<file path="src/warn_alert_pkg.sv">
// Constants, carrier types and helper functions for the warning and alert block
// Overview of operation
// - Eight warning sources feed the status bits
// - Status bit sets on condition and stays latched
// - Clear command zeroes all bits; may set again
// - Alert pins released and disabled after reset
// - Per-output enables; any enabled warning asserts
// - Active level low, high when inverted
// - Outputs assert independently, release together
// - Persisting warning re-alerts on next sample after a clear
// - Alert response read at 0x0C; alerting devices answer
// - Own 7-bit address in upper bits of byte
// - Lowest address wins; losers keep alert asserted
// - Winner releases alert during the not-acknowledge bit
// - After win, re-alert only on new enabled bit
// - Comparator mode follows comparison live, unlatched
// - Comparator mode selection uses same enable bits
// - Aux low enable on output two alerts below limit
// - Readbacks and peaks return raw 12-bit codes
// - Clear command is send-byte code 0x03
// - Packet error checking on transactions and responses
package warn_alert_pkg;
    localparam logic [7:0] OFF_STATUS = 8'h00;
    localparam logic [7:0] OFF_CONTROL = 8'h04;
    localparam logic [7:0] OFF_SETUP1 = 8'h08;
    localparam logic [7:0] OFF_SETUP2 = 8'h0C;
    localparam logic [7:0] OFF_OWN_ADDR = 8'h10;
    localparam logic [7:0] OFF_VIN = 8'h14;
    localparam logic [7:0] OFF_VAUX = 8'h18;
    localparam logic [7:0] OFF_IOUT = 8'h1C;
    localparam logic [7:0] OFF_PEAK_VIN = 8'h20;
    localparam logic [7:0] OFF_PEAK_VAUX = 8'h24;
    localparam logic [7:0] OFF_PEAK_IOUT = 8'h28;
    localparam logic [7:0] OFF_PIN_STATE = 8'h2C;

    localparam int W_COMM = 0;
    localparam int W_CURRENT_OVER = 1;
    localparam int W_VIN_LOW = 2;
    localparam int W_VIN_HIGH = 3;
    localparam int W_AUX_LOW = 4;
    localparam int W_AUX_HIGH = 5;
    localparam int W_POWER_OVER = 6;
    localparam int W_HYST = 7;
    localparam int CTRL_CLEAR_BIT = 0;
    localparam int SETUP_INVERT_BIT = 8;
    localparam int SETUP_MODE_BIT = 9;

    // Reset address value is arbitrary
    localparam logic [6:0] OWN_ADDR_RESET = 7'h40;
    localparam logic [7:0] STATUS_RESET = 8'h00;
    localparam logic [6:0] ARA_ADDR = 7'h0C;
    localparam logic [7:0] CMD_CLEAR = 8'h03;
    localparam logic [7:0] CRC_POLY = 8'h07;
    localparam logic [3:0] BITS_PER_BYTE = 4'h8;

    typedef struct packed {
        logic cmp_mode;
        logic invert;
        logic [7:0] enable;
    } output_setup_t;

    localparam output_setup_t SETUP_RESET = '0;

    typedef struct packed {
        logic valid;
        logic [7:0] cond;
        logic [11:0] vin;
        logic [11:0] vaux;
        logic [11:0] iout;
    } monitor_sample_t;

    typedef enum logic [2:0] {
        BUS_IDLE = 3'b000,
        BUS_RX = 3'b001,
        BUS_RX_ACK = 3'b011,
        BUS_TX = 3'b010,
        BUS_TX_ACK = 3'b110
    } bus_state_t;

    typedef struct packed {
        logic ahb_pend;
        logic ahb_wr;
        logic [7:0] ahb_addr;
        logic [31:0] rdata;
        logic [7:0] status;
        output_setup_t setup1;
        output_setup_t setup2;
        logic [6:0] own_addr;
        logic [11:0] vin;
        logic [11:0] vaux;
        logic [11:0] iout;
        logic [11:0] pk_vin;
        logic [11:0] pk_vaux;
        logic [11:0] pk_iout;
        logic [1:0] alert;
        logic [1:0] pin_oe;
        bus_state_t bst;
        logic scl_d;
        logic sda_d;
        logic [7:0] shreg;
        logic [3:0] bitcnt;
        logic [1:0] bytes;
        logic wr_mode;
        logic ara_mode;
        logic [7:0] crc;
        logic [7:0] cmd;
        logic pec_ok;
        logic pec_sent;
        logic ack;
        logic drive;
        logic ara_win;
    } state_t;

    function automatic logic [7:0] crc8(input logic [7:0] crc, input logic [7:0] data);
        logic [7:0] c;
        c = crc ^ data;
        for (int i = 0; i < 8; i++) begin
            c = c[7] ? ({c[6:0], 1'b0} ^ CRC_POLY) : {c[6:0], 1'b0};
        end
        return c;
    endfunction

    function automatic logic [11:0] peak12(input logic [11:0] held, input logic [11:0] code);
        return (code > held) ? code : held;
    endfunction
endpackage

</file>
<file path="src/pin_sync.sv">
// Two-stage synchroniser for pins arriving from outside the clock domain
`timescale 1ns/1ps
module pin_sync #(
    parameter int WIDTH = 2
) (
    input wire logic hclk,
    input wire logic hresetn,
    input wire logic [WIDTH-1:0] d,
    output logic [WIDTH-1:0] q
);
    logic [WIDTH-1:0] stage1;

    always_ff @(posedge hclk or negedge hresetn) begin
        if (!hresetn) begin
            stage1 <= '1;
            q <= '1;
        end else begin
            stage1 <= d;
            q <= stage1;
        end
    end
endmodule

</file>
<file path="src/warning_alert_logic.sv">
// Warning latches, alert outputs, SMBus clear and alert-response handling
//
// The implementer's own choices: the address map and register access over AHB-Lite.
`timescale 1ns/1ps
module warning_alert_logic (
    input wire logic hclk,
    input wire logic hresetn,
    input wire logic hsel,
    input wire logic [31:0] haddr,
    input wire logic [1:0] htrans,
    input wire logic hwrite,
    input wire logic [2:0] hsize,
    input wire logic [31:0] hwdata,
    input wire logic hready,
    output logic [31:0] hrdata,
    output logic hreadyout,
    output logic hresp,
    input wire warn_alert_pkg::monitor_sample_t mon,
    input wire logic scl_in,
    input wire logic sda_in,
    output logic sda_out,
    output logic sda_oe,
    output logic first_multifunction_output_out,
    output logic first_multifunction_output_oe,
    output logic second_multifunction_output_out,
    output logic second_multifunction_output_oe
);
    import warn_alert_pkg::*;

    state_t s;
    state_t n;
    logic [1:0] pins_sync;
    logic scl_s;
    logic sda_s;
    logic scl_rise;
    logic scl_fall;
    logic start_cond;
    logic stop_cond;
    logic clear_req;
    logic [7:0] set_bits;
    logic [7:0] newly;
    logic [7:0] live;
    logic release_all;
    logic accept;
    logic [31:0] rd;
    output_setup_t setup [2];

    pin_sync #(.WIDTH(2)) u_sync (
        .hclk(hclk),
        .hresetn(hresetn),
        .d({scl_in, sda_in}),
        .q(pins_sync)
    );

    assign scl_s = pins_sync[1];
    assign sda_s = pins_sync[0];
    assign setup[0] = s.setup1;
    assign setup[1] = s.setup2;

    always_comb begin
        n = s;
        clear_req = 1'b0;
        set_bits = '0;
        rd = '0;
        scl_rise = scl_s & ~s.scl_d;
        scl_fall = ~scl_s & s.scl_d;
        start_cond = s.scl_d & scl_s & s.sda_d & ~sda_s;
        stop_cond = s.scl_d & scl_s & ~s.sda_d & sda_s;
        accept = hsel & htrans[1] & hready;
        n.scl_d = scl_s;
        n.sda_d = sda_s;
        n.ara_win = 1'b0;

        // Bus side: own-address clear and alert-response read
        if (start_cond) begin
            n.bst = BUS_RX;
            n.bitcnt = '0;
            n.bytes = '0;
            n.wr_mode = 1'b0;
            n.ara_mode = 1'b0;
            n.crc = '0;
            n.drive = 1'b0;
            n.pec_ok = 1'b0;
            n.pec_sent = 1'b0;
        end else if (stop_cond) begin
            // Command only acts at the stop, so a bad PEC can still veto it
            if (s.wr_mode && s.cmd == CMD_CLEAR && (s.bytes == 2'd2 ||
                    (s.bytes == 2'd3 && s.pec_ok))) begin
                clear_req = 1'b1;
            end
            n.bst = BUS_IDLE;
            n.drive = 1'b0;
            n.wr_mode = 1'b0;
            n.ara_mode = 1'b0;
        end else begin
            unique case (s.bst)
                BUS_IDLE: begin
                    n.drive = 1'b0;
                end
                BUS_RX: begin
                    if (scl_rise && s.bitcnt < BITS_PER_BYTE) begin
                        n.shreg = {s.shreg[6:0], sda_s};
                        n.bitcnt = s.bitcnt + 4'd1;
                    end else if (scl_fall && s.bitcnt == BITS_PER_BYTE) begin
                        n.crc = crc8(s.crc, s.shreg);
                        n.bitcnt = '0;
                        n.ack = 1'b1;
                        if (s.bytes == 2'd0) begin
                            if (s.shreg[7:1] == s.own_addr && !s.shreg[0]) begin
                                n.wr_mode = 1'b1;
                            end else if (s.shreg[7:1] == ARA_ADDR && s.shreg[0] &&
                                    |s.alert) begin
                                n.ara_mode = 1'b1;
                            end else begin
                                n.ack = 1'b0;
                            end
                        end else if (s.bytes == 2'd1) begin
                            n.cmd = s.shreg;
                            if (s.shreg != CMD_CLEAR) begin
                                n.ack = 1'b0;
                                set_bits[W_COMM] = 1'b1;
                            end
                        end else if (s.bytes == 2'd2) begin
                            n.pec_ok = (s.shreg == s.crc);
                            if (s.shreg != s.crc) begin
                                n.ack = 1'b0;
                                set_bits[W_COMM] = 1'b1;
                            end
                        end else begin
                            // Send-byte carries no data beyond the PEC
                            n.ack = 1'b0;
                            set_bits[W_COMM] = 1'b1;
                        end
                        if (s.bytes != 2'd3) begin
                            n.bytes = s.bytes + 2'd1;
                        end
                        n.drive = n.ack;
                        n.bst = n.ack ? BUS_RX_ACK : BUS_IDLE;
                    end
                end
                BUS_RX_ACK: begin
                    if (scl_fall) begin
                        if (s.ara_mode) begin
                            n.bst = BUS_TX;
                            n.shreg = {s.own_addr, 1'b1};
                            n.crc = crc8(s.crc, {s.own_addr, 1'b1});
                            n.bitcnt = '0;
                            n.drive = ~s.own_addr[6];
                        end else begin
                            n.bst = BUS_RX;
                            n.drive = 1'b0;
                        end
                    end
                end
                BUS_TX: begin
                    if (scl_rise) begin
                        // Released a one but line is low: a lower address won
                        if (!s.drive && !sda_s) begin
                            n.bst = BUS_IDLE;
                            n.drive = 1'b0;
                        end else begin
                            n.bitcnt = s.bitcnt + 4'd1;
                            n.shreg = {s.shreg[6:0], 1'b0};
                        end
                    end else if (scl_fall) begin
                        if (s.bitcnt == BITS_PER_BYTE) begin
                            n.drive = 1'b0;
                            n.ack = 1'b0;
                            n.bst = BUS_TX_ACK;
                        end else begin
                            n.drive = ~s.shreg[7];
                        end
                    end
                end
                BUS_TX_ACK: begin
                    if (scl_rise) begin
                        if (sda_s) begin
                            n.ara_win = 1'b1;
                            n.bst = BUS_IDLE;
                        end else begin
                            n.ack = 1'b1;
                        end
                    end else if (scl_fall && s.ack && !s.pec_sent) begin
                        n.pec_sent = 1'b1;
                        n.shreg = s.crc;
                        n.bitcnt = '0;
                        n.drive = ~s.crc[7];
                        n.ack = 1'b0;
                        n.bst = BUS_TX;
                    end
                end
                default: begin
                    n.bst = BUS_IDLE;
                    n.drive = 1'b0;
                end
            endcase
        end

        // Monitor samples: warnings and raw readbacks
        if (mon.valid) begin
            set_bits[7:1] = set_bits[7:1] | mon.cond[7:1];
            n.vin = mon.vin;
            n.vaux = mon.vaux;
            n.iout = mon.iout;
            n.pk_vin = peak12(s.pk_vin, mon.vin);
            n.pk_vaux = peak12(s.pk_vaux, mon.vaux);
            n.pk_iout = peak12(s.pk_iout, mon.iout);
        end

        // Register bus: write in data phase, read data captured at address phase
        if (s.ahb_pend && s.ahb_wr) begin
            unique case (s.ahb_addr)
                OFF_CONTROL: clear_req = clear_req | hwdata[CTRL_CLEAR_BIT];
                OFF_SETUP1: n.setup1 = hwdata[9:0];
                OFF_SETUP2: n.setup2 = hwdata[9:0];
                OFF_OWN_ADDR: n.own_addr = hwdata[6:0];
                default: ;
            endcase
        end
        unique case (haddr[7:0])
            OFF_STATUS: rd = {24'h000000, s.status};
            OFF_SETUP1: rd = {22'h000000, s.setup1};
            OFF_SETUP2: rd = {22'h000000, s.setup2};
            OFF_OWN_ADDR: rd = {25'h0000000, s.own_addr};
            OFF_VIN: rd = {20'h00000, s.vin};
            OFF_VAUX: rd = {20'h00000, s.vaux};
            OFF_IOUT: rd = {20'h00000, s.iout};
            OFF_PEAK_VIN: rd = {20'h00000, s.pk_vin};
            OFF_PEAK_VAUX: rd = {20'h00000, s.pk_vaux};
            OFF_PEAK_IOUT: rd = {20'h00000, s.pk_iout};
            OFF_PIN_STATE: rd = {28'h0000000, s.pin_oe, s.alert};
            default: rd = '0;
        endcase
        n.ahb_pend = accept;
        n.ahb_wr = hwrite;
        n.ahb_addr = haddr[7:0];
        if (accept && !hwrite) begin
            n.rdata = rd;
        end

        // Latched status: a set in the clearing cycle survives
        n.status = (clear_req ? STATUS_RESET : s.status) | set_bits;
        newly = set_bits & ~(clear_req ? STATUS_RESET : s.status);
        live = {mon.cond[7:1], s.status[W_COMM]};
        release_all = clear_req | s.ara_win;
        for (int o = 0; o < 2; o++) begin
            if (setup[o].cmp_mode) begin
                n.alert[o] = |(live & setup[o].enable);
            end else if (release_all) begin
                n.alert[o] = |(newly & setup[o].enable);
            end else begin
                n.alert[o] = s.alert[o] | (|(newly & setup[o].enable));
            end
            // Inverted pins sit pulled low and let go to show alert
            n.pin_oe[o] = setup[o].invert ^ n.alert[o];
        end
    end

    always_ff @(posedge hclk or negedge hresetn) begin
        if (!hresetn) begin
            s <= '0;
            s.status <= STATUS_RESET;
            s.setup1 <= SETUP_RESET;
            s.setup2 <= SETUP_RESET;
            s.own_addr <= OWN_ADDR_RESET;
            s.bst <= BUS_IDLE;
            s.scl_d <= 1'b1;
            s.sda_d <= 1'b1;
        end else begin
            s <= n;
        end
    end

    assign hrdata = s.rdata;
    assign hreadyout = 1'b1;
    assign hresp = 1'b0;
    assign sda_out = 1'b0;
    assign sda_oe = s.drive;
    assign first_multifunction_output_out = 1'b0;
    assign first_multifunction_output_oe = s.pin_oe[0];
    assign second_multifunction_output_out = 1'b0;
    assign second_multifunction_output_oe = s.pin_oe[1];
endmodule

</file>
<file path="config.mk">
export PLATFORM = sky130hd
export DESIGN_NAME = warning_alert_logic
export DESIGN_NICKNAME = d
export VERILOG_FILES = /design/src/warn_alert_pkg.sv /design/src/pin_sync.sv /design/src/warning_alert_logic.sv
export SDC_FILE = /design/constraint.sdc
export NUM_CORES = 1
export LEC_CHECK = 0
export BUFFER_PORTS_ARGS = -buffer_cell sky130_fd_sc_hd__buf_4
export CAP_MARGIN = 20
export CELL_PAD_IN_SITES_DETAIL_PLACEMENT = 1
export CELL_PAD_IN_SITES_GLOBAL_PLACEMENT = 1
export CORE_ASPECT_RATIO = 1.4
export CORE_MARGIN = 2
export CORE_UTILIZATION = 30
export DETAILED_ROUTE_END_ITERATION = 8
export GPL_TIMING_DRIVEN = 0
export PLACE_DENSITY = 0.66
export REMOVE_ABC_BUFFERS = 1
export SYNTH_ARGS = -nofsm -noshare
export SYNTH_HDL_FRONTEND = slang
export SYNTH_SLANG_ARGS = --single-unit
</file>
<file path="constraint.sdc">
create_clock -name hclk -period 2.8 [get_ports hclk]
set_input_delay 0.42 -clock hclk [delete_from_list [all_inputs] [get_ports hclk]]
set_output_delay 0.42 -clock hclk [all_outputs]
set_load 0.01 [all_outputs]
</file>
==> results of run 1 <==
## metal layers
metal	vias to the layer above	share of wire (%)	track usage (%)
met2	198	55	36.0
met3	73	3.5	2.98
met5	-	0	0
li1	3483	-	-
met1	3951	37	19.1
met4	0	4.6	9.39
## metrics by stage
| stage | utilization [%] | power [W] | hold slack, ns | cells | worst slack [ns] |
|---|---|---|---|---|---|
| 4_1_cts | 35.2 | 0.0101 | 0.0624 | 1440 | 0.0675 |
| 3_3_place_gp | 32.9 | 0.00722 | 0.346 | 1403 | -0.742 |
| 2_1_floorplan | - | 0.00616 | 0.124 | 874 | 0.121 |
| 3_5_place_dp | 33.1 | 0.00735 | 0.348 | 1407 | -0.0723 |
| 6_report | 35.4 | 0.0101 | 0.0836 | 1442 | 0.181 |
| 5_1_grt | 35.4 | 0.0107 | 0.0560 | 1442 | 0.0296 |
## final cells by class
cell class                 instances  area, um^2  area share [%]
sequential                       179        4490            38.3
inverter                          49         184            1.57
timing repair buffer              91         721            6.15
clock buffer                      18         429            3.66
tap                              445         557            4.75
clock inverter                    14         209            1.78
multi-input combinational        646        5120            43.8
## power by group through the flow
stage	Clock (W)	Sequential, W	Combinational, W
5_1_grt	0.00280	0.00397	0.00395
3_5_place_dp	0	0.00393	0.00342
3_3_place_gp	0	0.00391	0.00331
2_1_floorplan	0	0.00354	0.00262
6_report	0.00264	0.00391	0.00351
4_1_cts	0.00269	0.00389	0.00350
## worst max-delay path by stage
stage / from / endpoint / slack [ns]
floorplan: mon[5] / s[46]$_DFFE_PN0P_ / 0.12
global placement: s[185]$_DFF_PN0_ / s[126]$_DFFE_PN0P_ / -0.74
detailed placement: haddr[1] / hrdata[0]$_DFFE_PN0P_ / -0.07
CTS: s[35]$_DFFE_PN0P_ / s[40]$_DFFE_PN0P_ / 0.07
global route: s[23]$_DFFE_PN0P_ / first_multifunction_output_oe$_DFF_PN0_ / 0.03
finish: s[32]$_DFFE_PN0P_ / second_multifunction_output_oe$_DFF_PN0_ / 0.18
## layout by cell type, fill, tap and decap left out, types with 8 or more instances in the layout
cell type and instances:
a22oi_1 22, nor3_1 8, nand4_1 11, dfrtp_1 171
ha_1 48, o22ai_1 17, nor2b_1 9, a21o_1 27
nor2_1 34, xnor2_1 27, buf_4 86, conb_1 25
nand2_1 51, nand3_1 20, mux2_2 115, inv_1 49
nand2b_1 12, o21ai_0 22, xor2_1 18, a222oi_1 19
a221oi_1 11, clkbuf_16 17, a22o_1 14, a21oi_1 36
## kinds of logic (layout without fill, tap and decap cells)
kind of cell	count (synthesis)	count (layout)	share of synthesized area (%)
DFF	179	179	44.6
xor gates and xnor gates	51	51	4.44
adders and majority gates	48	48	5.97
buffers and inverters	128	172	6.18
and+or+nand+nor	183	183	9.36
other	2	25	0.0747
muxes	118	118	13.2
AOI/OAI and AO/OA	221	221	16.2
## flip-flops by register name, indices dropped and copies added, names as in the netlist
signal	count
first_multifunction_output_oe	1
hrdata	12
live	1
s	159
sda_oe	1
second_multifunction_output_oe	1
u_sync.q	2
u_sync.stage1	2
## repair_timing
action,in CTS,in global routing
hold buffers,1,0
endpoints found under the hold margin,16,0
setup endpoints to repair,10,18
resized for setup,5,8
==> run_results.csv, run 1 <==
group,metric,value,unit
outcome,outcome,"finished clean",
sta,slew_headroom,17.6,%
global_routing,grt_pass1_vias,8476,
cts,clk_pin_slew,0.07,ns
yosys,synth.most_common_cell,"dfrtp_1",
sta,maxSlewViolCount,0,
setup_path,critPathBufInv,0,
setup_path,reg2reg_depth,9,
yosys,yosys_register_bits,179,
layout,drive_above_1_share,26.8,%
floorplan,die_area,0.0350,mm^2
yosys,synthArstFlopShare,100,%
cts,clock_path_buffers,2,
detailed_routing,drc,0,
yosys,ys_types,63,
yosys,synth_top_area_share,42.8,%
floorplan,dieWidth,159,um
floorplan,initial_utilization,30.4,%
placed_design,io_buffers,84,
setup_path,worst_setup_path_end_kind,"flop",
placed_design,dp_hpwl,23.7,mm
setup_path,cpPeakStageDelay,0.53,ns
global_routing,track_usage,18.5,%
cts,clock_latency,0.44,ns
floorplan,core,0.0331,mm^2
sta,fmax,382,MHz
detailed_routing,route.final.wire_length,31.6,mm
sta,fin_setup_tns,0,ns
cts,cts_tree,"built",
global_routing,grt_overflow_total,0,
yosys,synthFlopType,"dfrtp_1",
floorplan,fp.dieH,221,um
yosys,ys_top_cells_by_count,"172 x dfrtp_1, 115 x mux2_2, 51 x nand2_1, 49 x inv_1, 48 x ha_1",
cts,cts-buffers-inserted,17,
layout,finalInstanceArea,0.0117,mm^2
min_path,holdPathEnd,"u_sync.stage1[1]$_DFF_PN1_",
setup_path,cp.arrival,2.94,ns
yosys,ys_warn_count,0,
pwr,switching_share,36.1,%
setup_path,worstSetupPathDepth,9,
setup_path,crit_type,"flop to flop",
setup_path,worst_r2r_endpoint,"second_multifunction_output_oe$_DFF_PN0_",
layout,fillers,3646,
cts,postCtsSetupBuffers,0,
detailed_routing,vias,7705,
layout,layout.nets,1153,
cts,htreeDepth,4,
min_path,holdPathStages,1,
placed_design,dpl_cell_area,0.0110,mm^2
sta,setup_viol,0,
min_path,hold_path_class,"input pin to flop",
detailed_routing,first_pass_iters,6,
yosys,yosysSeqAreaShare,44.6,%
detailed_routing,wl_per_cell,21.9,um
sta,rsz0062_at_grt,"no",
sta,skew,0.00902,ns
layout,area_delta_synth_final,16.5,%
setup_path,timing.rr.start,"s[32]$_DFFE_PN0P_",
pwr,p_int,0.00643,W
placed_design,place_congestion,0.856,
flow_run,drv_cap,0,
pwr,power_switching,0.00363,W
floorplan,io_pins,161,
global_routing,grt_start_max_net_pins,100,
setup_path,crit_fanout,8,
setup_path,startpoint_type,"flop",
cts,cts_root_buf,"clkbuf_16",
pwr,power.density,859,mW/mm^2
yosys,yosys.area.top_type,"dfrtp_1",
layout,diodes,0,
min_path,min_from,"scl_in",
setup_path,worst_ep_required_time,3.12,ns
setup_path,critical-path-top-delay-family,"compound AO/OA/AOI/OAI gates",
yosys,avgSynthCellArea,10.8,um^2
sta,hold_viol,0,
detailed_routing,via_per_inst,5.34,
setup_path,path_cells,"xnor2_2 > ha_1 > nand3_1 > nor3_2 > a22o_1 > a2111oi_4 > a211oi_1 > a31oi_2 > xor2_1",
yosys,netlist_area,0.0101,mm^2
pwr,leakagePower,5.25,nW
global_routing,grt_antenna_before_repair,0,
global_routing,grt_pass1_wl,49.3,mm
floorplan,rows,79,
detailed_routing,drt_iter0_drc,427,
yosys,synth_area_leaders,"dfrtp_1 43%, mux2_2 13%, ha_1 6.0%",
yosys,synth_edf_count,0,
sta,finalCritPeriodShare,93.5,%
pwr,max-vdd-ir-drop,0.342,mV
pwr,pwr-share-comb,34.9,%
sta,period_minus_slack,2.62,ns
setup_path,r2r_slack,0.18,ns
pwr,p_clk_share,26.2,%
yosys,synthCells,930,
cts,cts_sinks,179,
setup_path,worst_path_max_delay_cell,"dfrtp_1",
pwr,power_frac_seq,38.9,%
detailed_routing,ant_nets,0,
sta,worst_pin_slew,1.23,ns
(Power assumes the default switching activity.)
==> inputs of run 2 (changes only) <==
--- a/config.mk
+++ b/config.mk
@@ -14,7 +14,7 @@
 export CORE_UTILIZATION = 30
 export DETAILED_ROUTE_END_ITERATION = 8
 export GPL_TIMING_DRIVEN = 0
-export PLACE_DENSITY = 0.66
+export PLACE_DENSITY = 0.68
 export REMOVE_ABC_BUFFERS = 1
 export SYNTH_ARGS = -nofsm -noshare
 export SYNTH_HDL_FRONTEND = slang
==> constraint.sdc (replaced) <==
create_clock -name hclk -period 2.2 [get_ports hclk]
set_input_delay 0.33 -clock hclk [delete_from_list [all_inputs] [get_ports hclk]]
set_output_delay 0.33 -clock hclk [all_outputs]
set_load 0.01 [all_outputs]
==> run_results.csv, run 2 (same netlist as run 1, synthesis figures left out) <==
group,metric,value,unit
setup_path,crit_fanout,5,
sta,setup_slack,-0.216,ns
setup_path,worst_r2r_endpoint,"first_multifunction_output_oe$_DFF_PN0_",
global_routing,grt_pass1_vias,8558,
layout,drive_above_1_share,36.4,%
setup_path,timing.rr.start,"s[192]$_DFF_PN0_",
flow_run,drv_cap,0,
sta,fmax,414,MHz
layout,finalInstanceArea,0.0124,mm^2
cts,cts_sinks,179,
cts,clock_latency,0.44,ns
placed_design,dpl_cell_area,0.0110,mm^2
detailed_routing,vias,7945,
cts,cts-buffers-inserted,17,
min_path,hold_path_class,"input pin to flop",
global_routing,grt_pass1_wl,49.9,mm
setup_path,worst_ep_required_time,2.56,ns
setup_path,reg2reg_depth,7,
min_path,holdPathStages,1,
layout,largest_reg_flops,159,
layout,layout.nets,1197,
cts,clock_path_buffers,2,
global_routing,grt_start_max_net_pins,109,
floorplan,rows,79,
global_routing,grt_overflow_total,0,
floorplan,fp.dieH,221,um
outcome,outcome,"finished with violations",
detailed_routing,drt_iter0_drc,535,
sta,period_minus_slack,2.42,ns
layout,mostFrequentLayoutCell,"dfrtp_1",
detailed_routing,via_per_inst,5.35,
sta,setup_viol,14,
floorplan,dieWidth,159,um
global_routing,grt_antenna_before_repair,0,
cts,clk_pin_slew,0.07,ns
placed_design,dp_hpwl,23.6,mm
setup_path,cp.arrival,2.78,ns
min_path,min_from,"haddr[5]",
setup_path,r2r_slack,-0.22,ns
detailed_routing,drc,0,
floorplan,io_pins,161,
cts,htreeDepth,4,
detailed_routing,first_pass_iters,5,
layout,finish.utilization,37.6,%
min_path,holdPathEnd,"s[190]$_DFF_PN0_",
floorplan,die_area,0.0350,mm^2
pwr,p_total,0.0137,W
detailed_routing,route.final.wire_length,32.5,mm
setup_path,crit_type,"flop to flop",
cts,cts_tree,"built",
sta,maxSlewViolCount,0,
outcome,violations,"negative setup slack",
sta,slew_headroom,28.9,%
floorplan,initial_utilization,30.4,%
placed_design,place_congestion,0.866,
cts,cts_root_buf,"clkbuf_16",
sta,hold_viol,0,
sta,fin_setup_tns,-0.586,ns
layout,largest_register,"s",
sta,worst_pin_slew,1.06,ns
detailed_routing,ant_nets,0,
global_routing,track_usage,18.7,%
placed_design,pre_cts_ws,-0.679,ns
placed_design,io_buffers,84,
layout,fillers,3650,
sta,rsz0062_at_grt,"yes",
pwr,max-vdd-ir-drop,0.403,mV
pwr,leakagePower,5.46,nW
sta,skew,0.0149,ns
layout,layout_common_cells,"151 x dfrtp_1, 122 x buf_4, 111 x mux2_2",
sta,finalCritPeriodShare,110,%
layout,diodes,0,
setup_path,worst_setup_path_end_kind,"flop",
detailed_routing,wl_per_cell,21.9,um
floorplan,core,0.0331,mm^2
layout,area_delta_synth_final,23.7,%
setup_path,startpoint_type,"flop",
pwr,power.density,1100,mW/mm^2
run 2: power by group:
part	internal [W]	switching [W]	total, W
Combinational	0.00285	0.00271	0.00556
Clock	0.00172	0.00140	0.00312
Sequential	0.00398	0.00100	0.00498
Total	0.00855	0.00510	0.0137
run 2: worst max-delay path, cell delays in order (launching register included):
cell	delay (ns)
dfrtp_1	0.37
or4_4	0.56
nor4_4	0.32
a31oi_4	0.11
a2111oi_4	0.43
a211oi_2	0.13
a31oi_2	0.23
xor2_1	0.18
run 2: worst max path at each step:
stage                           start                                        to  cells past startpoint
floorplan            s[185]$_DFF_PN0_                        s[125]$_DFFE_PN0P_                      3
global placement     s[185]$_DFF_PN0_                        s[131]$_DFFE_PN0P_                      3
detailed placement  s[31]$_DFFE_PN0P_                         s[40]$_DFFE_PN0P_                      9
CTS                  s[186]$_DFF_PN0_  second_multifunction_output_oe$_DFF_PN0_                      7
global route        s[25]$_DFFE_PN0P_   first_multifunction_output_oe$_DFF_PN0_                      9
finish               s[192]$_DFF_PN0_   first_multifunction_output_oe$_DFF_PN0_                      7
run 2: what timing repair did:
action	4_1_cts	5_1_grt
endpoints found under the setup margin	86	81
gates cloned	0	0
hold endpoints to repair	77	0
resized for setup	61	57
pin swaps	16	26
setup buffers	14	23
hold buffers	8	0
run 2: cell type report:
class,instances,area (um^2),area share [%]
Clock buffer,19,443,3.56
Clock inverter,13,149,1.20
Tap cell,445,557,4.48
Sequential cell,179,4520,36.3
Inverter,49,190,1.53
Timing Repair Buffer,135,1080,8.69
Multi-Input combinational cell,646,5500,44.2
run 2: routing by layer:
metal	share of wire (%)	track usage, %	wire (um)	vias to the layer above
met5	0	0	0	-
li1	-	-	-	3559
met4	5.6	10.6	1810	0
met3	4.0	3.02	1310	78
met1	36	19.3	11600	4054
met2	55	35.9	17700	254
run 2: per-stage QoR:
| step | hold WS, ns | instances |
|---|---|---|
| 3_5_place_dp | 0.326 | 1407 |
| 2_1_floorplan | 0.0344 | 874 |
| 6_report | 0.0319 | 1486 |
| 3_3_place_gp | 0.346 | 1403 |
| 4_1_cts | 0.0116 | 1461 |
| 5_1_grt | 0.0143 | 1486 |
==> inputs of run 3 (changes only) <==
--- a/config.mk
+++ b/config.mk
@@ -12,6 +12,7 @@
 export CORE_ASPECT_RATIO = 1.4
 export CORE_MARGIN = 2
 export CORE_UTILIZATION = 30
+export CTS_BUF_LIST = sky130_fd_sc_hd__clkbuf_4
 export DETAILED_ROUTE_END_ITERATION = 8
 export GPL_TIMING_DRIVEN = 0
 export PLACE_DENSITY = 0.68
==> run_results.csv, run 3 (same netlist as run 1, synthesis figures left out) <==
group,metric,value,unit
sta,rsz0062_at_grt,"yes",
setup_path,critical-path-top-delay-family,"compound AO/OA/AOI/OAI gates",
global_routing,grt_start_max_net_pins,109,
detailed_routing,drt_iter0_drc,502,
pwr,max-vdd-ir-drop,0.494,mV
flow_run,drv_cap,0,
setup_path,crit_type,"flop to flop",
sta,finalCritPeriodShare,112,%
outcome,outcome,"finished with violations",
sta,hold_viol,0,
layout,drive_above_1_share,34.5,%
cts,cts_tree,"built",
floorplan,initial_utilization,30.4,%
setup_path,startpoint_type,"flop",
setup_path,timing.rr.start,"s[26]$_DFFE_PN0P_",
cts,clock_path_buffers,2,
detailed_routing,first_pass_iters,6,
layout,largest_reg_flops,159,
cts,cts_root_buf,"clkbuf_4",
sta,setup_viol,33,
layout,area_delta_synth_final,26.8,%
floorplan,io_pins,161,
detailed_routing,wl_per_cell,21.4,um
sta,setup_slack,-0.261,ns
setup_path,worst_ep_required_time,2.73,ns
detailed_routing,drc,0,
global_routing,grt_pass1_vias,8895,
min_path,hold_path_class,"input pin to asynchronous set/reset pin",
placed_design,io_buffers,84,
floorplan,fp.dieH,221,um
cts,clock_latency,0.61,ns
setup_path,crit_fanout,3,
setup_path,path_cells,"inv_2 > ha_4 > and3b_2 > nand2_2 > or4_4 > a2111oi_4 > a211oi_2 > a31oi_2 > xor2_1",
global_routing,grt_pass1_wl,50.8,mm
detailed_routing,vias,8298,
floorplan,dieWidth,159,um
cts,clk_pin_slew,0.16,ns
placed_design,dp_hpwl,23.6,mm
layout,layout_common_cells,"153 x dfrtp_1, 137 x buf_4, 114 x mux2_2",
setup_path,cp.arrival,2.99,ns
detailed_routing,route.final.wire_length,33.4,mm
cts,cts-buffers-inserted,17,
global_routing,grt_overflow_total,0,
detailed_routing,ant_nets,0,
sta,fmax,406,MHz
floorplan,rows,79,
detailed_routing,via_per_inst,5.32,
placed_design,place_congestion,0.866,
setup_path,worst_setup_path_end_kind,"flop",
layout,largest_register,"s",
pwr,power.density,986,mW/mm^2
sta,hold_slack,0.274,ns
sta,maxSlewViolCount,0,
global_routing,grt_antenna_before_repair,1,
sta,period_minus_slack,2.46,ns
sta,slew_headroom,22.1,%
setup_path,cpPeakStageDelay,0.45,ns
sta,worst_pin_slew,1.16,ns
setup_path,critPathBufInv,1,
setup_path,critPathLaunch,"s[26]$_DFFE_PN0P_",
layout,finish.utilization,38.5,%
layout,mostFrequentLayoutCell,"dfrtp_1",
sta,skew,0.0282,ns
cts,htreeDepth,4,
cts,cts_sinks,179,
floorplan,die_area,0.0350,mm^2
setup_path,r2r_slack,-0.26,ns
floorplan,core,0.0331,mm^2
global_routing,track_usage,18.9,%
outcome,violations,"negative setup slack",
layout,layout.nets,1269,
pwr,leakagePower,5.62,nW
setup_path,worst_path_max_delay_cell,"or4_4",
run 3: changes by cell type in the layout (fill, tap and decap cells not counted), moves of 3 or more:
cell / previous run / this run
nor2_2: 4 / 1
buf_4: 122 / 137
ha_1: 36 / 39
nor2_1: 30 / 33
clkbuf_4: 0 / 18
clkbuf_16: 17 / 0
dlygate4sd3_1: 8 / 66
mux2_4: 4 / 1
mux2_2: 111 / 114
ha_4: 10 / 6
run 3: final cells by class:
cell class / count / area (um^2)
flip-flops and latches: 179 / 4510
clock buffers: 18 / 135
fillers: 3695 / 20400
diodes: 1 / 2.50
repair buffers: 206 / 1740
inverters: 49 / 188
multi-input cells: 647 / 5460
clock inverters: 14 / 153
well taps: 445 / 557
run 3: what timing repair did:
item / CTS / global route
resized for setup: 51 / 47
pin swaps: 12 / 21
hold buffers: 66 / 0
endpoints found under the hold margin: 188 / 0
setup endpoints to repair: 82 / 91
cloned: 1 / 0
setup buffers: 20 / 31
run 3: worst paths after layout:
path	to	cells after the start
worst max-delay path	first_multifunction_output_oe$_DFF_PN0_	9
worst min-delay path	s[117]$_DFFE_PN0P_	2
worst max register to register	first_multifunction_output_oe$_DFF_PN0_	9
worst min register to register	u_sync.q[0]$_DFF_PN1_	0
max in group asynchronous	s[18]$_DFFE_PN0P_	3
min in group hclk	s[148]$_DFF_PN0_	3
run 3: metal layers:
metal | wire, um | up-vias | global-route usage (%)
li1 | - | 3697 | -
met1 | 12100 | 4251 | 19.8
met2 | 18100 | 259 | 36.1
met3 | 1350 | 91 | 3.00
met4 | 1880 | 0 | 10.9
met5 | 0 | - | 0
run 3: power by group:
group / switching [W] / internal [W] / total, W
clock: 0.00123 / 0.000701 / 0.00194
sequential: 0.000967 / 0.00396 / 0.00493
combinational: 0.00277 / 0.00294 / 0.00571
total: 0.00497 / 0.00760 / 0.0126
run 3: through the flow:
step / setup WS (ns) / setup TNS [ns] / cells / instance area, um^2 / total power (W)
6_report: -0.261 / -3.57 / 1559 / 12700 / 0.0126
3_3_place_gp: -1.32 / -113.02 / 1403 / 10900 / 0.00916
4_1_cts: -0.212 / -3.61 / 1526 / 12300 / 0.0120
2_1_floorplan: -0.427 / -9.88 / 874 / 9710 / 0.00784
3_5_place_dp: -0.679 / -28.48 / 1407 / 11000 / 0.00937
5_1_grt: -0.304 / -8.34 / 1559 / 12700 / 0.0134
